File: src/hdl/apt_map.svh
// Register offsets, field positions, reset values and codes for pair triggers
`ifndef APT_MAP_SVH
`define APT_MAP_SVH
`define APT_OFF_CTRL_1 4'h0
`define APT_OFF_CTRL_3 4'h1
`define APT_OFF_STATUS 4'h2
`define APT_OFF_GLOBAL 4'h3
`define APT_RST_CTRL 16'h0000
`define APT_SEL_LSB 0
`define APT_SEL_MSB 4
`define APT_SWT_BIT 5
`define APT_PEND_BIT 6
`define APT_IRQE_BIT 7
`define APT_TRG_OFF 5'h00
`define APT_TRG_INDIV 5'h01
`define APT_TRG_GLOBAL 5'h02
`define APT_TRG_SPECIAL 5'h03
`define APT_TRG_PRI1 5'h04
`define APT_TRG_PRI2 5'h05
`define APT_TRG_PRI4 5'h07
`define APT_TRG_TMR1 5'h0c
`define APT_TRG_SEC1 5'h0e
`define APT_TRG_SEC2 5'h0f
`define APT_TRG_SEC4 5'h11
`define APT_TRG_CL1 5'h17
`define APT_TRG_CL2 5'h18
`define APT_TRG_CL4 5'h1a
`define APT_TRG_TMR2 5'h1f
`endif

File: src/hdl/apt_pkg.sv
// Types shared by the pair trigger control block
package apt_pkg;
   typedef struct packed {
      logic irq_en;
      logic pending;
      logic soft_trig;
      logic [4:0] sel;
   } apt_pair_t;
   typedef struct packed {
      logic [2:0] pri;
      logic [2:0] sec;
      logic [2:0] climit;
      logic special;
      logic tmr1;
      logic tmr2;
   } apt_trig_t;
   typedef struct packed {
      logic [3:0] addr;
      logic [15:0] wdata;
      logic wr;
      logic rd;
   } apt_bus_t;
   typedef enum logic [1:0] {
      APT_IDLE = 2'b00,
      APT_BUSY = 2'b01
   } apt_conv_t;
   typedef struct packed {
      apt_pair_t [3:0] pair;
      apt_conv_t conv;
      logic [1:0] cur;
      logic [15:0] rdata;
      logic [3:0] conv_req;
      logic [3:0] irq;
      logic [3:0] done_pair;
   } apt_state_t;
endpackage

File: src/hdl/apt_ctrl.sv
// Trigger selection and pending status for four converter pairs
// How it works
// - Each pair holds a 5-bit source selector; zero disables the pair.
// - Code 00001 selects the pair's own software trigger bit.
// - Code 00010 selects the shared global software trigger.
// - Code 00011 selects the PWM special event trigger.
// - Codes 00100, 00101, 00111 select PWM 1, 2, 4 primary triggers.
// - Codes 01110, 01111, 10001 select PWM 1, 2, 4 secondary triggers.
// - Codes 10111, 11000, 11010 select PWM 1, 2, 4 current-limit triggers.
// - Code 01100 selects timer 1 period match; 11111 timer 2.
// - Software trigger bit self-clears when pending sets.
// - Triggered pairs wait until the converter is free.
// - Each byte: selector in bits 4-0, then trigger, pending, enable.
// - Pair six converts channels 13 and 12, selector in ctrl 3 low byte.
// - Channel 13 of pair six is always the voltage reference.
`timescale 1ns/1ps
`default_nettype none
`include "apt_map.svh"
module apt_ctrl (
   input wire logic mclk,
   input wire logic rst,
   input wire apt_pkg::apt_bus_t bus,
   output logic [15:0] rdata,
   input wire apt_pkg::apt_trig_t trig,
   input wire logic conv_done,
   output logic [3:0] conv_req,
   output logic [3:0] pair_irq,
   output logic [3:0] pair_done
);
   import apt_pkg::*;

   apt_state_t s_q;
   apt_state_t s_d;
   logic glob_d;
   logic glob_q;
   logic [3:0] hit;

   // Map selector code to a trigger level
   function automatic logic sel_hit(input logic [4:0] sel,
                                    input logic own_sw,
                                    input logic glob,
                                    input apt_trig_t t);
      logic r;
      r = 1'b0;
      case (sel)
         `APT_TRG_INDIV: r = own_sw;
         `APT_TRG_GLOBAL: r = glob;
         `APT_TRG_SPECIAL: r = t.special;
         `APT_TRG_PRI1: r = t.pri[0];
         `APT_TRG_PRI2: r = t.pri[1];
         `APT_TRG_PRI4: r = t.pri[2];
         `APT_TRG_SEC1: r = t.sec[0];
         `APT_TRG_SEC2: r = t.sec[1];
         `APT_TRG_SEC4: r = t.sec[2];
         `APT_TRG_CL1: r = t.climit[0];
         `APT_TRG_CL2: r = t.climit[1];
         `APT_TRG_CL4: r = t.climit[2];
         `APT_TRG_TMR1: r = t.tmr1;
         `APT_TRG_TMR2: r = t.tmr2;
         default: r = 1'b0;
      endcase
      return r;
   endfunction

   // Pack a pair into its byte lane
   function automatic logic [7:0] pair_byte(input apt_pair_t p);
      return {p.irq_en, p.pending, p.soft_trig, p.sel};
   endfunction

   // Global software trigger is a one-cycle pulse written by software
   assign glob_d = bus.wr && bus.addr == `APT_OFF_GLOBAL && bus.wdata[0];

   always_ff @(posedge mclk or posedge rst) begin
      if (rst) begin
         glob_q <= 1'b0;
      end else begin
         glob_q <= glob_d;
      end
   end

   // Trigger detect per pair
   always_comb begin
      for (int i = 0; i < 4; i++) begin
         hit[i] = sel_hit(s_q.pair[i].sel, s_q.pair[i].soft_trig, glob_q,
                          trig);
      end
   end

   // Next state: registers, pending, converter sequencing
   always_comb begin
      logic [7:0] wb;
      logic found;
      logic [1:0] pick;
      wb = 8'h00;
      found = 1'b0;
      pick = 2'b00;
      s_d = s_q;
      s_d.conv_req = 4'h0;
      s_d.irq = 4'h0;
      s_d.done_pair = 4'h0;
      s_d.rdata = 16'h0000;
      // Register writes; pending is read-only from software
      if (bus.wr) begin
         for (int i = 0; i < 4; i++) begin
            if (bus.addr == (i < 2 ? `APT_OFF_CTRL_1 : `APT_OFF_CTRL_3)) begin
               wb = (i % 2 == 0) ? bus.wdata[7:0] : bus.wdata[15:8];
               s_d.pair[i].sel = wb[`APT_SEL_MSB:`APT_SEL_LSB];
               s_d.pair[i].soft_trig = wb[`APT_SWT_BIT];
               s_d.pair[i].irq_en = wb[`APT_IRQE_BIT];
            end
         end
      end
      // A trigger sets pending and retires the software bit; completion clear wins
      for (int i = 0; i < 4; i++) begin
         if (hit[i] && !s_q.pair[i].pending) begin
            s_d.pair[i].pending = 1'b1;
            s_d.pair[i].soft_trig = 1'b0;
         end
      end
      // Converter: serve one pending pair at a time, lowest index first
      unique case (s_q.conv)
         APT_IDLE: begin
            for (int i = 3; i >= 0; i--) begin
               if (s_q.pair[i].pending) begin
                  found = 1'b1;
                  pick = 2'(i);
               end
            end
            if (found) begin
               s_d.cur = pick;
               s_d.conv = APT_BUSY;
               s_d.conv_req[pick] = 1'b1;
            end
         end
         APT_BUSY: begin
            // Hold request until converter reports completion
            s_d.conv_req[s_q.cur] = 1'b1;
            if (conv_done) begin
               s_d.conv_req = 4'h0;
               s_d.pair[s_q.cur].pending = 1'b0;
               s_d.done_pair[s_q.cur] = 1'b1;
               s_d.irq[s_q.cur] = s_q.pair[s_q.cur].irq_en;
               s_d.conv = APT_IDLE;
            end
         end
      endcase
      // Read data appears the cycle after the read strobe
      if (bus.rd) begin
         case (bus.addr)
            `APT_OFF_CTRL_1:
               s_d.rdata = {pair_byte(s_q.pair[1]), pair_byte(s_q.pair[0])};
            `APT_OFF_CTRL_3:
               s_d.rdata = {pair_byte(s_q.pair[3]), pair_byte(s_q.pair[2])};
            `APT_OFF_STATUS:
               s_d.rdata = {11'h000, s_q.conv == APT_BUSY, s_q.pair[3].pending,
                            s_q.pair[2].pending, s_q.pair[1].pending,
                            s_q.pair[0].pending};
            default: s_d.rdata = 16'h0000;
         endcase
      end
   end

   // State register
   always_ff @(posedge mclk or posedge rst) begin
      if (rst) begin
         s_q <= '0;
      end else begin
         s_q <= s_d;
      end
   end

   // Outputs come straight from the state flops
   assign rdata = s_q.rdata;
   // Pair 2 (ctrl 3 low byte) is pair six: channels 13 and 12
   assign conv_req = s_q.conv_req;
   assign pair_irq = s_q.irq;
   assign pair_done = s_q.done_pair;
endmodule
`default_nettype wire

File: config.mk
export PLATFORM = sky130hd
export DESIGN_NAME = apt_ctrl
export DESIGN_NICKNAME = d
export VERILOG_FILES = /design/src/hdl/apt_pkg.sv /design/src/hdl/apt_ctrl.sv
export VERILOG_INCLUDE_DIRS = /design/src /design/src/hdl
export SDC_FILE = /design/constraint.sdc
export NUM_CORES = 1
export LEC_CHECK = 0
export ABC_AREA = 0
export BUFFER_PORTS_ARGS = -buffer_cell sky130_fd_sc_hd__buf_2
export CAP_MARGIN = 5
export CORE_ASPECT_RATIO = 1.1
export CORE_UTILIZATION = 40
export CTS_BUF_LIST = sky130_fd_sc_hd__clkbuf_16
export DETAILED_ROUTE_END_ITERATION = 7
export PLACE_DENSITY = 0.6
export SLEW_MARGIN = 10
export SYNTH_ARGS = -nofsm -noshare
export SYNTH_HDL_FRONTEND = slang
export SYNTH_SLANG_ARGS = --single-unit
File: constraint.sdc
create_clock -name mclk -period 2.2 [get_ports mclk]
set_input_delay 0.11 -clock mclk [delete_from_list [all_inputs] [get_ports mclk]]
set_output_delay 0.11 -clock mclk [all_outputs]
set_load 0.02 [all_outputs]
=== Yosys cells after proc, flatten, opt, wreduce, memory -nomap -nowiden ===
Cells that the tools add are included.

* Register bits after elaboration: 65
* Word-level logic and storage cells: 156

* Magnitude comparators: 4
* Equal/unequal tests: 62
* Multiplexer cells: 50
* Bitwise gates (word level): 1
* Reductions and logical operators: 16

{| class="wikitable"
|+ Operator list
! kind !! number
|-
| 5-bit == test, second input constant || 20
|-
| 5-bit by 3-bit == test with 1-bit output, second input constant || 12
|-
| 5-bit by 4-bit == test with 1-bit output, second input constant || 12
|-
| 1-bit one-hot mux with 14 select lines || 4
|-
| 16-bit one-hot mux with 3 select lines || 1
|-
| 5-bit by 2-bit == test with 1-bit output, second input constant || 8
|-
| 34-bit two-way mux || 1
|-
| 32-bit bitwise mux || 1
|-
| 32-bit two-way mux || 1
|-
| 6-bit two-way mux || 5
|-
| 7-bit two-way mux || 4
|-
| 5-bit by 1-bit == test with 1-bit output, second input constant || 4
|-
| 2-bit two-way mux || 9
|-
| 8-bit binary-select mux with 2-bit select || 1
|-
| 8-bit demux with 2-bit select || 1
|-
| 16-bit two-way mux || 1
|-
| 8-bit two-way mux || 2
|-
| 1-bit two-way mux || 12
|-
| 12-bit two-way mux || 1
|-
| 4-bit by 2-bit == test with 1-bit output, second input constant || 2
|-
| 1-bit logical AND || 8
|-
| 4-bit two-way mux || 2
|-
| 4-bit one-hot mux with 2 select lines || 1
|-
| 2-bit by 3-bit < comparator with 1-bit output, second input constant || 2
|-
| 11 further kinds || 18
|}

=== Depth between registers and ports, before layout ===
* Depth after elaboration: 11
* Gate-level depth with buffers: 6
* Gate-level depth less buffers: 5

=== Worst setup path after synthesis ===
OpenSTA, ideal clock, no wires.

* Path type: register to register
* Start point: register s_q[58] (netlist bit)
* End point: register s_q[62] (netlist bit)
* Library setup time: 0.063 ns
* Data arrival time: 1.483 ns
* Data required time: 2.137 ns
* Setup slack: 0.654 ns
* Stages on the path, launching flop included: 7
* Path buffers: 1
* Period minus slack after synthesis: 1.546 ns
* Cell sequence: dfrtp_1 -> buf_6 -> or3b_1 -> a2111oi_2 -> a311oi_1 -> nand3_1 -> o22a_2

{| class="wikitable"
|+ RTL lines
! element !! RTL line !! text
|-
| from (decl) || apt_ctrl.sv:32 || <nowiki>apt_state_t s_q;</nowiki>
|-
| from (signal assigned) || apt_ctrl.sv:166 || <nowiki>s_q <= '0;</nowiki>
|-
| from (signal assigned) || apt_ctrl.sv:168 || <nowiki>s_q <= s_d;</nowiki>
|}

==> results.py <==
metrics = {
    "outcome": {
        "outcome": "finished, violations left",
        "violations": "design-rule violations",
    },
    "finish": {
        "nFillCells": 831,
        "drive_gt1_share_pct": 33.1,
        "areaGrowthSynthToFinish_pct": 12.8,
        "antenna_cells": 0,
        "final_common_cell": "dfrtp_1",
        "multiInputGateArea_um2": 1450,
        "mostFrequentLayoutCells": "dfrtp_1 (64), buf_2 (62), mux2_2 (26), nor2_1 (26), mux2i_1 (18)",
        "final_util_pct": 46.4,
        "seq_area_um2": 1600,
        "fin_nets": 382,
    },
    "critical_path": {
        "cp-start-kind": "flop",
        "critPathBufInv": 0,
        "crit_path_end_kind": "flop",
        "cp_slowest_stage_delay_ns": 0.50,
        "critPathArrivalTime_ns": 1.95,
        "r2r_slack_ns": 0.46,
        "crit_required_ns": 2.41,
        "cp_max_fo": 10,
        "reg2regPathDepth": 5,
        "r2r-start": "s_q[42]",
        "critPathSlowestCell": "dfrtp_1",
        "crit_family": "compound AO/OA/AOI/OAI gates",
        "r2r_end": "s_q[46]",
        "crit_chain": "mux2_2 > a221oi_1 > o31a_1 > o21ai_1 > o22a_1",
        "criticalPathCategory": "reg -> reg",
    },
    "place": {
        "place.gp.congestion": 0.828,
        "port_buffers": 62,
        "hpwlAfterDp_um": 5410,
    },
    "synth": {
        "synth-seq-cells": 64,
        "syn_area_um2": 3420,
        "synth_edf_count": 0,
        "ys_types": 54,
        "ys_dominant_reg_cell": "dfrtp_1",
        "syn_area_per_cell_um2": 10.9,
        "ys_seq_area_share_pct": 46.8,
        "ys_async_sr_fraction_pct": 100,
        "synth-warning-count": 0,
        "netlist_instances": 314,
        "mappedNetlistNets": 351,
    },
    "sta": {
        "slew_headroom_pct": 61.5,
        "max_freq_mhz": 576,
        "clock_skew_ns": 0.00288,
        "slew_viol_final": 0,
        "min_period_ns": 1.74,
        "fin_crit_sh_pct": 78.9,
        "rsz0062_at_grt": "false",
        "finalHoldViolCount": 0,
        "setup_violations": 0,
        "setup-tns-final_ns": 0,
        "worst_pin_slew_ns": 0.576,
    },
    "global_routing": {
        "grt_usage_pct": 18.2,
        "antenna_found_initial": 0,
        "grt_pass1_wl_um": 12400,
        "grt_max_degree": 65,
        "grt_pass1_vias": 2421,
        "overflow": 0,
    },
    "clock_network": {
        "cts_buffers": 9,
        "postCtsSetupBuffers": 0,
        "cts.htree.levels": 3,
        "cts_tree": "built",
        "cts_buffer_depth": 2,
        "clk_pin_slew_ns": 0.05,
        "root_buffer": "clkbuf_16",
        "clock-sinks": 64,
        "clk_latency_ns": 0.33,
    },
    "drt": {
        "via_per_inst": 5.36,
        "wl_per_cell_um": 16.5,
        "postRouteAntennaNets": 0,
        "num_vias": 2472,
        "routed.top_layer": "met4",
        "m1WireLength_um": 3410,
        "route.met2.wl_um": 3700,
        "route.detailed.drc": 2,
        "first_iter_violations": 125,
        "firstDrtPassIters": 6,
        "wl_met3_um": 328,
        "wl_um": 7610,
    },
    "floorplan": {
        "die-area_um2": 8930,
        "io_pins": 65,
        "die_x_um": 90.2,
        "core_um2": 8320,
        "initial_core_util_pct": 41.1,
        "num_rows": 35,
        "die_y_um": 99.0,
    },
    "worst_hold_path": {
        "holdCritStartpoint": "bus[17]",
        "hp-class": "in -> reg",
        "holdPathEnd": "s_q[47]",
        "whs_path_depth": 2,
    },
    "power": {
        "power.density_nw_per_um2": 1010,
        "ir_drop_v": 0.000479,
        "power.total_w": 0.00390,
        "p_leak_nw": 1.79,
    },
    "flow_run": {
        "drv_cap": 0,
    },
}
## through the flow
step / area, µm² / instances / hold WS [ns] / worst slack (ns)
global placement: 3580 / 444 / 0.200 / 0.536
finish: 3860 / 461 / 0.0160 / 0.464
global route: 3860 / 461 / 0.0167 / 0.388
CTS: 3860 / 461 / 0.0113 / 0.489
detailed placement: 3580 / 444 / 0.205 / 0.492
floorplan: 3420 / 314 / 0.181 / 0.492
## report_power, final
| part | switching, W | internal [W] |
|---|---|---|
| clock network | 0.000512 | 0.000748 |
| registers | 0.000365 | 0.00142 |
| logic | 0.000426 | 0.000429 |
## what timing repair did
action                    CTS  global route
gates resized for setup     0             0
hold endpoints to repair   64             0
hold buffers                1             0
## cell usage after synthesis, types with 2 or more instances
master / n / area, µm²
a21boi_0: 2 / 15.0
a21oi_1: 14 / 70.1
a221oi_1: 3 / 26.3
a22oi_1: 11 / 82.6
a31oi_1: 3 / 18.8
a32oi_1: 3 / 26.3
and2_1: 4 / 25.0
and3_1: 2 / 12.5
buf_2: 5 / 25.0
buf_4: 31 / 233
buf_6: 3 / 33.8
clkbuf_1: 5 / 18.8
dfrtp_1: 64 / 1600
inv_1: 12 / 45.0
mux2_2: 26 / 293
mux2i_1: 18 / 180
mux4_2: 2 / 45.0
nand2_1: 9 / 33.8
nand2_2: 2 / 12.5
nand2b_1: 5 / 31.3
nand3_1: 6 / 30.0
nand4_1: 4 / 25.0
nor2_1: 26 / 97.6
nor2b_1: 3 / 18.8
nor3_1: 4 / 20.0
nor3b_1: 3 / 22.5
nor4_1: 2 / 12.5
nor4bb_1: 2 / 20.0
o211ai_1: 3 / 22.5
o21ai_0: 7 / 35.0
o22a_1: 3 / 26.3
o22ai_1: 2 / 12.5
o32ai_1: 2 / 17.5
or4b_1: 3 / 30.0
## logic make-up (layout without fill, tap and decap cells)
| kind of cell | after synthesis | count (layout) | synth area share, % |
|---|---|---|---|
| flip-flops | 64 | 64 | 46.8 |
| AO/OA/AOI/OAI | 61 | 61 | 12.5 |
| multiplexers | 47 | 47 | 15.5 |
| buffers and inverters | 58 | 94 | 10.7 |
| AND/OR/NAND/NOR | 84 | 84 | 14.5 |
## how the worst max path moves through the flow
stage / from / slack, ns / end / depth (start not counted)
finish: s_q[42] / 0.46 / s_q[46] / 5
global route: s_q[42] / 0.39 / s_q[46] / 5
CTS: s_q[42] / 0.49 / s_q[46] / 5
detailed placement: s_q[42] / 0.49 / s_q[46] / 5
global placement: s_q[60] / 0.54 / s_q[62] / 5
floorplan: rst / 0.49 / conv_req[0] / 1
## routing by layer
layer,up-vias,track usage (%)
met4,0,7.94
met2,62,29.7
li1,1172,-
met3,16,4.86
met5,-,0
met1,1222,22.8
## cell type report
cell class | count | area share (%)
clock buffer | 9 | 5.84
inverter | 12 | 1.17
clock inverter | 7 | 1.04
sequential | 64 | 41.5
tap | 111 | 3.60
multi-input combinational | 192 | 37.6
timing repair buffer | 66 | 9.21
## sequential cells by signal, summed over array words and instances, names as in the netlist
name and cells:
s_q 35, pair_done 4, pair_irq 4, glob_q 1, conv_req 4, rdata 16
Power figures use the tool's default switching activity.
